--- src/design/pflc_defines.vh ---
/*
  Register indices, field positions and reset values of the per-port
  forwarding, queue and lookup control bank.
  Assumes a 32-bit AHB-Lite slave where byte address = 4 * index.
*/
`ifndef PFLC_DEFINES_VH
`define PFLC_DEFINES_VH

// Printed offsets are register indices; the byte address is index * 4.
`define PFLC_IDX_QUEUE_CTRL_ZERO   14'h0A00
`define PFLC_IDX_FWD_MEMBERSHIP    14'h0A04
`define PFLC_IDX_TXQ_MEM_USAGE     14'h0A10
`define PFLC_IDX_LOOKUP_CTRL       14'h0B00
`define PFLC_IDX_STP_INDEX         14'h0B01
`define PFLC_IDX_STP_PORT_STATE    14'h0B04

`define PFLC_RST_FWD_MEMBERSHIP    32'h00000007
`define PFLC_RST_LOOKUP_CTRL       8'h00
`define PFLC_RST_STP_INDEX         8'h00
`define PFLC_RST_STP_STATE         3'h6
`define PFLC_RST_TXQ_BLOCKS        11'h000

// Lookup control fields.
`define PFLC_LK_NULL_VID           7
`define PFLC_LK_INGRESS_FILTER     6
`define PFLC_LK_DROP_NON_PVID      5
`define PFLC_LK_MAC_DOT1X          4
`define PFLC_LK_SELF_FILTER        3
`define PFLC_LK_RW_MASK            8'hFA

// Spanning-tree state fields.
`define PFLC_ST_TX_EN              2
`define PFLC_ST_RX_EN              1
`define PFLC_ST_LEARN_DIS          0

`define PFLC_TXQ_WIDTH             11
`define PFLC_STP_COUNT             8
`define PFLC_VID_ZERO              12'h000
`define PFLC_TXQ_MAX               11'h7FF

`endif

--- src/design/pflc_port_forward_lookup_ctrl.v ---
/*
  Per-port forwarding membership, transmit-queue block count, address
  lookup control and spanning-tree instance state, with an AHB-Lite slave.
  Assumes all packet-side inputs come from logic on the same clock, and
  that the VLAN table membership and switch MAC arrive from other blocks.
*/
// Our own choice: the AHB-Lite interface to the registers.
`include "pflc_defines.vh"
`timescale 1ns/100ps
`default_nettype none

module pflc_port_forward_lookup_ctrl (
  input  wire        clock,
  input  wire        sys_rst,
  // AHB-Lite slave.
  input  wire        hsel,
  input  wire [31:0] haddr,
  input  wire [1:0]  htrans,
  input  wire        hwrite,
  input  wire [2:0]  hsize,
  input  wire [31:0] hwdata,
  input  wire        hready,
  output reg  [31:0] hrdata,
  output reg         hreadyout,
  output reg         hresp,
  // Forwarding request from this port.
  input  wire [2:0]  fwdDestIn,
  output reg  [2:0]  fwdDestAllowed,
  // Transmit-queue memory block events.
  input  wire        blockAlloc,
  input  wire        blockFree,
  // Received packet presented to the lookup stage.
  input  wire        rxValid,
  input  wire        rxTagged,
  input  wire [11:0] rxVid,
  input  wire [11:0] portDefaultVid,
  input  wire        vlanIngressMember,
  input  wire [47:0] rxSrcMac,
  input  wire [47:0] switchMac,
  input  wire        globalSelfFilterEn,
  input  wire [2:0]  rxStpInstance,
  output reg         lookupValid,
  output reg  [11:0] lookupVid,
  output reg         rxDiscard,
  output reg         learnAllowed,
  output reg         macDot1xEnable,
  // Transmit gating for the instance of the outgoing frame.
  input  wire [2:0]  txStpInstance,
  output reg         txAllowed
);

  ////////////////////////////////////////////////////////////////////////////
  // Register state.

  reg [31:0] fwdMembership;
  reg [7:0]  lookupCtrl;
  reg [7:0]  stpIndex;
  reg [2:0]  stpState [0:`PFLC_STP_COUNT-1];
  reg [`PFLC_TXQ_WIDTH-1:0] txQueueBlocksUsed;

  // The membership word keeps all 32 bits writable and the instance
  // index keeps all eight bits writable, so software reads back exactly
  // what it wrote. Only the low bits of each take part in any decision.
  //
  // The eight instance states live in one small array. A write through
  // the state register lands in the entry that the index held when the
  // data phase completed, not when the address phase was accepted.
  // Software that changes the index must therefore let that write
  // finish before it issues the state access, which the bus ordering
  // already guarantees for a single master.

  reg        wrPend;
  reg        rdPend;
  reg [13:0] wrIndex;
  reg [13:0] rdIndex;

  integer i;

  // Maps a byte address onto a register index; misaligned or out-of-range
  // addresses yield an index that decodes to nothing.
  function [13:0] toIndex;
    input [31:0] addr;
    begin
      if (addr[31:16] != 16'h0000 || addr[1:0] != 2'b00) begin
        toIndex = 14'h3FFF;
      end else begin
        toIndex = addr[15:2];
      end
    end
  endfunction

  // Read multiplexer. Eight-bit registers sit in the low byte of their
  // word and the rest of the word reads as zero. The reserved word at the
  // head of the queue section has no storage and falls into the default
  // branch, so it reads zero and ignores writes.
  function [31:0] readMux;
    input [13:0] idx;
    begin
      case (idx)
        `PFLC_IDX_FWD_MEMBERSHIP: begin
          readMux = fwdMembership;
        end
        `PFLC_IDX_TXQ_MEM_USAGE: begin
          readMux = {21'h000000, txQueueBlocksUsed};
        end
        `PFLC_IDX_LOOKUP_CTRL: begin
          readMux = {24'h000000, lookupCtrl};
        end
        `PFLC_IDX_STP_INDEX: begin
          readMux = {24'h000000, stpIndex};
        end
        `PFLC_IDX_STP_PORT_STATE: begin
          readMux = {29'h00000000, stpState[stpIndex[2:0]]};
        end
        default: begin
          readMux = 32'h00000000;
        end
      endcase
    end
  endfunction

  ////////////////////////////////////////////////////////////////////////////
  // Bus slave. Writes take no wait state. Reads take one wait state so the
  // read data reflect a write whose data phase overlaps the read's address
  // phase, such as a pointer update followed directly by a state read.

  // A transfer is accepted only when the bus is ready, so an address
  // phase that overlaps our own wait state is held by the master and
  // taken again on the following edge.
  // hsize is not decoded: every access is treated as a whole word, and a
  // narrower write replaces the whole register. This is a limitation
  // that a master issuing byte or halfword stores must be aware of.
  // The response is always OKAY, including for unmapped addresses, so a
  // stray access is silently absorbed rather than raising a bus error.

  wire accept = hsel & htrans[1] & hready;

  always @(posedge clock) begin
    if (sys_rst) begin
      wrPend    <= 1'b0;
      rdPend    <= 1'b0;
      wrIndex   <= 14'h0000;
      rdIndex   <= 14'h0000;
      hrdata    <= 32'h00000000;
      hreadyout <= 1'b1;
      hresp     <= 1'b0;
    end else begin
      wrPend <= accept & hwrite;
      rdPend <= accept & ~hwrite;
      if (accept) begin
        wrIndex <= toIndex(haddr);
        rdIndex <= toIndex(haddr);
      end
      hresp <= 1'b0;
      if (accept & ~hwrite) begin
        hreadyout <= 1'b0;
      end else if (rdPend) begin
        hreadyout <= 1'b1;
        hrdata    <= readMux(rdIndex);
      end else begin
        hreadyout <= 1'b1;
      end
    end
  end

  ////////////////////////////////////////////////////////////////////////////
  // Software-written registers.
  // Writes land at the end of the data phase, when hwdata is valid. The
  // read-only count and the reserved words fall into the default branch
  // and keep their value. Bits 2 and 0 of the lookup control byte are
  // masked so they always read as zero, whatever software writes.

  always @(posedge clock) begin
    if (sys_rst) begin
      fwdMembership <= `PFLC_RST_FWD_MEMBERSHIP;
      lookupCtrl    <= `PFLC_RST_LOOKUP_CTRL;
      stpIndex      <= `PFLC_RST_STP_INDEX;
      for (i = 0; i < `PFLC_STP_COUNT; i = i + 1) begin
        stpState[i] <= `PFLC_RST_STP_STATE;
      end
    end else if (wrPend) begin
      case (wrIndex)
        `PFLC_IDX_FWD_MEMBERSHIP: begin
          fwdMembership <= hwdata;
        end
        `PFLC_IDX_LOOKUP_CTRL: begin
          lookupCtrl <= hwdata[7:0] & `PFLC_LK_RW_MASK;
        end
        `PFLC_IDX_STP_INDEX: begin
          stpIndex <= hwdata[7:0];
        end
        `PFLC_IDX_STP_PORT_STATE: begin
          stpState[stpIndex[2:0]] <= hwdata[2:0];
        end
        default: begin
          fwdMembership <= fwdMembership;
        end
      endcase
    end
  end

  ////////////////////////////////////////////////////////////////////////////
  // Transmit-queue block count. Saturates at both ends so a stray release
  // or an overrun cannot wrap the reading.
  // An allocation and a release in the same cycle cancel out, so the
  // count holds. The count is not writable; software sees it change in
  // the read that follows the edge after each event.
  // Saturation hides an accounting error in the queue manager instead of
  // flagging it; the trade was a stable reading over a diagnostic.

  always @(posedge clock) begin
    if (sys_rst) begin
      txQueueBlocksUsed <= `PFLC_RST_TXQ_BLOCKS;
    end else if (blockAlloc && !blockFree &&
                 txQueueBlocksUsed != `PFLC_TXQ_MAX) begin
      txQueueBlocksUsed <= txQueueBlocksUsed + 11'h001;
    end else if (blockFree && !blockAlloc &&
                 txQueueBlocksUsed != `PFLC_RST_TXQ_BLOCKS) begin
      txQueueBlocksUsed <= txQueueBlocksUsed - 11'h001;
    end
  end

  ////////////////////////////////////////////////////////////////////////////
  // Packet-side decisions, one cycle after the inputs.
  // Every decision is made from the control bits as they stand in the
  // cycle the packet fields are presented, so a control write and a
  // packet in the same cycle see the old setting.
  // The discard causes are independent and are simply ORed: any one of
  // them drops the packet. The VID used for the non-default check is the
  // lookup VID, so a null-VID packet that falls back to the default VID
  // is never dropped by that check.
  // Learning is reported only for a valid packet, and it follows the
  // instance of the received packet, not the instance index register.

  wire [2:0] rxState   = stpState[rxStpInstance];
  wire [2:0] txState   = stpState[txStpInstance];
  wire       nullVid   = rxTagged && rxVid == `PFLC_VID_ZERO;
  wire       selfFilt  = lookupCtrl[`PFLC_LK_SELF_FILTER] & globalSelfFilterEn;

  reg [11:0] next_lookupVid;
  reg        next_rxDiscard;

  always @* begin
    if (nullVid && !lookupCtrl[`PFLC_LK_NULL_VID]) begin
      next_lookupVid = portDefaultVid;
    end else if (!rxTagged) begin
      next_lookupVid = portDefaultVid;
    end else begin
      next_lookupVid = rxVid;
    end
    next_rxDiscard = 1'b0;
    if (lookupCtrl[`PFLC_LK_INGRESS_FILTER] && !vlanIngressMember) begin
      next_rxDiscard = 1'b1;
    end
    if (lookupCtrl[`PFLC_LK_DROP_NON_PVID] &&
        next_lookupVid != portDefaultVid) begin
      next_rxDiscard = 1'b1;
    end
    if (selfFilt && rxSrcMac == switchMac) begin
      next_rxDiscard = 1'b1;
    end
    if (!rxState[`PFLC_ST_RX_EN]) begin
      next_rxDiscard = 1'b1;
    end
  end

  ////////////////////////////////////////////////////////////////////////////
  // Registered packet-side outputs.
  // All outputs come straight from flip-flops and stand for one cycle.
  // Forwarding and transmit gating are not qualified by a packet valid, so
  // downstream logic must qualify them with its own strobe.

  always @(posedge clock) begin
    if (sys_rst) begin
      fwdDestAllowed <= 3'h0;
      lookupValid    <= 1'b0;
      lookupVid      <= 12'h000;
      rxDiscard      <= 1'b0;
      learnAllowed   <= 1'b0;
      macDot1xEnable <= 1'b0;
      txAllowed      <= 1'b0;
    end else begin
      fwdDestAllowed <= fwdDestIn & fwdMembership[2:0];
      lookupValid    <= rxValid;
      lookupVid      <= next_lookupVid;
      rxDiscard      <= rxValid & next_rxDiscard;
      learnAllowed   <= rxValid & ~rxState[`PFLC_ST_LEARN_DIS];
      macDot1xEnable <= lookupCtrl[`PFLC_LK_MAC_DOT1X];
      txAllowed      <= txState[`PFLC_ST_TX_EN];
    end
  end

endmodule // pflc_port_forward_lookup_ctrl

`default_nettype wire

--- config.mk ---
export PLATFORM = sky130hd
export DESIGN_NAME = pflc_port_forward_lookup_ctrl
export DESIGN_NICKNAME = d
export VERILOG_FILES = /design/src/design/pflc_port_forward_lookup_ctrl.v
export VERILOG_INCLUDE_DIRS = /design/src /design/src/design
export SDC_FILE = /design/constraint.sdc
export NUM_CORES = 1
export LEC_CHECK = 0
export ABC_AREA = 0
export BUFFER_PORTS_ARGS = -buffer_cell sky130_fd_sc_hd__buf_4
export CELL_PAD_IN_SITES_DETAIL_PLACEMENT = 0
export CELL_PAD_IN_SITES_GLOBAL_PLACEMENT = 1
export CORE_MARGIN = 5
export CORE_UTILIZATION = 40
export DETAILED_ROUTE_END_ITERATION = 6
export PLACE_DENSITY_LB_ADDON = 0.1
export RECOVER_POWER = 50
export SYNTH_ARGS = -nofsm -noshare
export SYNTH_HDL_FRONTEND = slang
export SYNTH_SLANG_ARGS = --single-unit
--- constraint.sdc ---
create_clock -name clock -period 9.3 [get_ports clock]
set_clock_uncertainty 0.05 [all_clocks]
set_input_delay 1.86 -clock clock [delete_from_list [all_inputs] [get_ports clock]]
set_output_delay 1.86 -clock clock [all_outputs]
set_load 0.02 [all_outputs]
* After elaboration in Yosys (flattened, before gate mapping) *
Memories as Yosys holds them, arrays and structs flattened. A register that Yosys moved wholly into a read port is not among the register bits.
Cells that the tools add are included.

word-level totals
  memories = 1
  memory bits (writable) = 24
  bits in registers = 125

cells by class
  reduce and logical (&&, ||, !) cells = 24
  muxes and demuxes = 22
  add/sub/neg operators = 2
  bitwise operators = 11
  equality and inequality tests = 8

memory list
  memory    depth  width  rd ports  clocked after Yosys merged registers in  wr ports  RTL line                            text
  stpState  8      3      3         2                                        8         pflc_port_forward_lookup_ctrl.v:58  reg [2:0] stpState [0:`PFLC_STP_COUNT-1];

operator list
  cell                                                 number
  case mux 32 bit (5 select lines)                     1
  == test 14 x 12 -> 1 bit (second input constant)     5
  == test 48 bit                                       1
  2-to-1 mux 12 bit                                    2
  2-to-1 mux 11 bit                                    2
  nonzero test 16 bit                                  1
  2-to-1 mux 14 bit                                    1
  zero test 12 bit                                     1
  2-to-1 mux 1 bit                                     12
  2-to-1 mux 3 bit                                     4
  != test 12 bit                                       1
  adder 11 x 1 -> 11 bit (second input constant)       1
  != test 11 bit (second input constant)               1
  nonzero test 11 bit                                  1
  subtractor 11 x 1 -> 11 bit (second input constant)  1
  logical AND 1 bit                                    9
  AND reduction 2 bit                                  4
  bitwise AND 1 bit                                    7
  zero test 1 bit                                      4
  nonzero test 2 bit                                   2
  bitwise AND 3 bit                                    1
  NOT 1 bit                                            3
  OR reduction 3 bit                                   1
  logical OR 1 bit                                     1

* Logic depth before layout (Yosys ltp) *
  depth in word-level cells = 10
  mapped depth = 10

* Worst setup path before layout *
OpenSTA, ideal clock, no wires.

  path kind = input port to flip-flop
  from = input port blockFree
  to = register txQueueBlocksUsed[10]
  required time = 9155 ps
  path slack = 4970 ps
  arrival = 4184 ps
  cell stages on the path = 9
  library setup time = 95 ps
  cells stage by stage = inv_1 o311ai_0 fa_1 a21oi_1 o211ai_1 o41ai_1 o21ai_0 nand4bb_1 o311ai_1

between the ends
  word-level cells in the longest chain between the ends = 4
  elaborated cells between the ends (all ways) = 7
  classes of those cells = 1 x mux; 6 x reduce/logical

RTL lines
  what                                                     RTL line                             text
  start, declared                                          pflc_port_forward_lookup_ctrl.v:31   input wire blockFree,
  zero test 1 bit                                          pflc_port_forward_lookup_ctrl.v:214  end else if (blockAlloc && !blockFree &&
  logical AND 1 bit                                        pflc_port_forward_lookup_ctrl.v:214
  logical AND 1 bit (no line)                              n/a
  2-to-1 mux 11 bit or nonzero test 2 bit (tied branches)  n/a
  end signal, assigned                                     pflc_port_forward_lookup_ctrl.v:213  txQueueBlocksUsed <= `PFLC_RST_TXQ_BLOCKS;
  end signal, assigned                                     pflc_port_forward_lookup_ctrl.v:216  txQueueBlocksUsed <= txQueueBlocksUsed + 11'h001;
  end signal, assigned                                     pflc_port_forward_lookup_ctrl.v:219  txQueueBlocksUsed <= txQueueBlocksUsed - 11'h001;
  end, declared                                            pflc_port_forward_lookup_ctrl.v:59   reg [`PFLC_TXQ_WIDTH-1:0] txQueueBlocksUsed;

Several ways; a longest one is shown, not always the timed one.
A chain may end at the register's enable or synchronous reset.

==> results.sh <==
export IMPL_status="finished, violations left"
export IMPL_violations="max-capacitance violations, max-slew violations"
export IMPL_num_rows=49
export IMPL_clkPwrFrac_pct=38.0
export IMPL_reg2reg_from="txQueueBlocksUsed[0]"
export IMPL_grt_first_pass_wirelength_um=36700
export IMPL_cp_max_fo=77
export IMPL_grt_antenna_before_repair=0
export IMPL_most_common_layout_cells="buf_4 (209), dfxtp_1 (129), nand2_1 (108)"
export IMPL_async_flop_share_pct=0
export IMPL_worst_pin_slew_ps=2430
export IMPL_yosysWarnings=0
export IMPL_pwr_share_seq_pct=42.7
export IMPL_fmax_mhz=212
export IMPL_detail_route_wirelength_um=23500
export IMPL_fin_crit_sh_pct=50.8
export IMPL_nets=1255
export IMPL_grt_max_degree=78
export IMPL_finalHoldViolCount=0
export IMPL_total_power_w=0.00172
export IMPL_pre_cts_slack_ps=4840
export IMPL_avgSynthCellArea_um2=9.18
export IMPL_synth_cell_types=66
export IMPL_drv_cap=1
export IMPL_post_route_min_period_ps=4730
export IMPL_cp_required_ps=9350
export IMPL_syn_area_um2=7330
export IMPL_drive_gt1_share_pct=26.6
export IMPL_layout_commonest_cell="buf_4"
export IMPL_synth_seq_cells=153
export IMPL_die_area_um2=21100
export IMPL_area_delta_synth_final_pct=32.8
export IMPL_drc=0
export IMPL_synthCells=799
export IMPL_root_buffer="clkbuf_16"
export IMPL_worst_r2r_endpoint="txQueueBlocksUsed[10]"
export IMPL_hold_class="flip-flop to flip-flop"
export IMPL_clkSlewWorstSetupHoldPaths_ps=70
export IMPL_synth_edf_count=24
export IMPL_clk_path_buf_depth=2
export IMPL_post_place_cells=1246
export IMPL_layout_setup_ws_ps=4570
export IMPL_cp_arrival_ps=4770
export IMPL_dr_pass1_iters=4
export IMPL_syn_nets=1018
export IMPL_coreArea_um2=18000
export IMPL_cp_end_kind="flip-flop"
export IMPL_ys_flop_type="dfxtp_1"
export IMPL_start_util_pct=40.7
export IMPL_relSlewSlack_pct=-61.8
export IMPL_clk_latency_ps=420
export IMPL_p_leak_nw=3.88
export IMPL_grt_setup_unrepaired="no"
export IMPL_combinationalPowerShare_pct=19.3
export IMPL_crit_end="stpState[3][1]"
export IMPL_drt_initial_drc_count=327
export IMPL_h_tree_depth=4
export IMPL_port_buffers=257
export IMPL_finalSetupViolations=0
export IMPL_p_per_area_nw_per_um2=177
export IMPL_numCtsBuffers=17
export IMPL_setup_tns_ps=0
export IMPL_antenna_left=0
export IMPL_final_cells=1278
export IMPL_grt_pass1_vias=6384
export IMPL_drv_slew=57
export IMPL_cts_sinks=153
export IMPL_r2r_cells=10
export IMPL_reg2reg_slack_ps=5680
export IMPL_swShare_pct=28.9
export IMPL_hold_start="fwdMembership[19]"
export IMPL_startpoint="sys_rst"
export IMPL_die_y_um=145
export IMPL_via_count=6524
export IMPL_p_sw_w=0.000497
export IMPL_worst_ir_drop_vdd_mv=0.124
export IMPL_cts_hold_buf=0
export IMPL_grtUsageTotal_pct=21.6
export IMPL_dp_hpwl_um=17700
export IMPL_ys_seq_area_share_pct=45.1
export IMPL_grt_overflow=0
export IMPL_cts_setup_buffers=0
export IMPL_antenna_cells=0
export IMPL_num_io_pins=263
export IMPL_start_kind="input port"
export IMPL_viasPerCell=5.10
export IMPL_wire_per_inst_um=18.4
export IMPL_p_int_w=0.00122
export IMPL_cts_resized_gates=0
export IMPL_die_width_um=145
export IMPL_tritoncts="built"
export IMPL_place_congestion=0.875
export IMPL_path_class="input port to flip-flop"
-- power by group through the flow --
stage | Combinational (W) | Sequential (W) | Clock, W
global route | 0.000369 | 0.000739 | 0.000695
global placement | 0.000335 | 0.000748 | 0
CTS | 0.000338 | 0.000734 | 0.000667
floorplan | 0.000210 | 0.000744 | 0
detailed placement | 0.000336 | 0.000749 | 0
finish | 0.000332 | 0.000735 | 0.000653
-- cell type report --
cell class	count	area [um^2]
Clock buffer	17	425
Clock inverter	15	129
Fill cell	1753	8290
Inverter	16	60.1
Multi-Input combinational cell	585	3760
Sequential cell	153	3300
Tap cell	229	287
Timing Repair Buffer	263	1770
-- cells by family after synthesis --
group	synth area share, %
AOI/OAI and AO/OA	10.2
DFF	45.1
muxes	9.37
and+or+nand+nor	22.7
adders and majority gates	1.81
xor gates and xnor gates	7.05
buffers and inverters	3.79
other	0.0511
-- cell usage after synthesis (5+ instances only) --
library cell / count / area share (%)
nor3_1: 26 / 1.8
a222oi_1: 6 / 0.82
nor2_1: 89 / 4.6
or3_1: 6 / 0.51
xnor2_1: 18 / 2.2
edfxtp_1: 24 / 9.8
or2_2: 12 / 1.0
inv_1: 16 / 0.82
clkbuf_1: 30 / 1.5
o21ai_0: 12 / 0.82
nand3b_1: 8 / 0.82
ha_1: 9 / 1.5
mux2_2: 5 / 0.77
nand4_1: 9 / 0.77
nand2_1: 108 / 5.5
nand2b_1: 12 / 1.0
o211ai_1: 5 / 0.51
dfxtp_1: 129 / 35
nand3_1: 30 / 2.0
a211oi_1: 5 / 0.51
mux2i_1: 36 / 4.9
mux4_2: 12 / 3.7
a21oi_1: 53 / 3.6
nor4_1: 20 / 1.7
xor2_1: 41 / 4.9
-- state kept, by name (all words and copies together) (netlist names), named ones only --
name and flops:
hreadyout 1, stpIndex 8, rdIndex 14, rxDiscard 1, wrPend 1, fwdDestAllowed 3, lookupVid 12, rdPend 1
macDot1xEnable 1, fwdMembership 32, stpState 24, hrdata 32, learnAllowed 1, txAllowed 1, lookupCtrl 6, txQueueBlocksUsed 11
lookupValid 1
-- metal layers --
layer  GRT usage [%]  part of all wire [%]  vias to the layer above
met2            38.2                    51                      190
met5               0                     0                        -
met3            4.86                   5.1                       19
met4            5.27                   1.1                        0
li1                -                     -                     3300
met1            26.7                    43                     3015
-- how the worst min path moves through the flow --
| stage | slack [ps] | cells past startpoint | to |
|---|---|---|---|
| 2_1_floorplan | 370 | 2 | fwdDestAllowed[0] |
| 3_3_place_gp | 390 | 2 | hrdata[26] |
| 3_5_place_dp | 390 | 2 | fwdMembership[30] |
| 4_1_cts | 400 | 2 | fwdMembership[30] |
| 5_1_grt | 410 | 2 | hrdata[27] |
| 6_report | 400 | 2 | fwdMembership[19] |
-- worst max-delay path, cell delays in order --
cell and delay, ps:
clkbuf_1 1690, buf_4 900, o21bai_1 290
-- stage by stage --
step | hold slack, ps | instance area, um^2 | util (%)
after floorplan | 373 | 7330 | -
after global placement | 389 | 9400 | 52.1
after detailed placement | 393 | 9400 | 52.1
after CTS | 402 | 9950 | 55.2
after global routing | 415 | 9740 | 54.0
final | 400 | 9740 | 54.0
No activity file was read; power rests on OpenSTA's default activity.
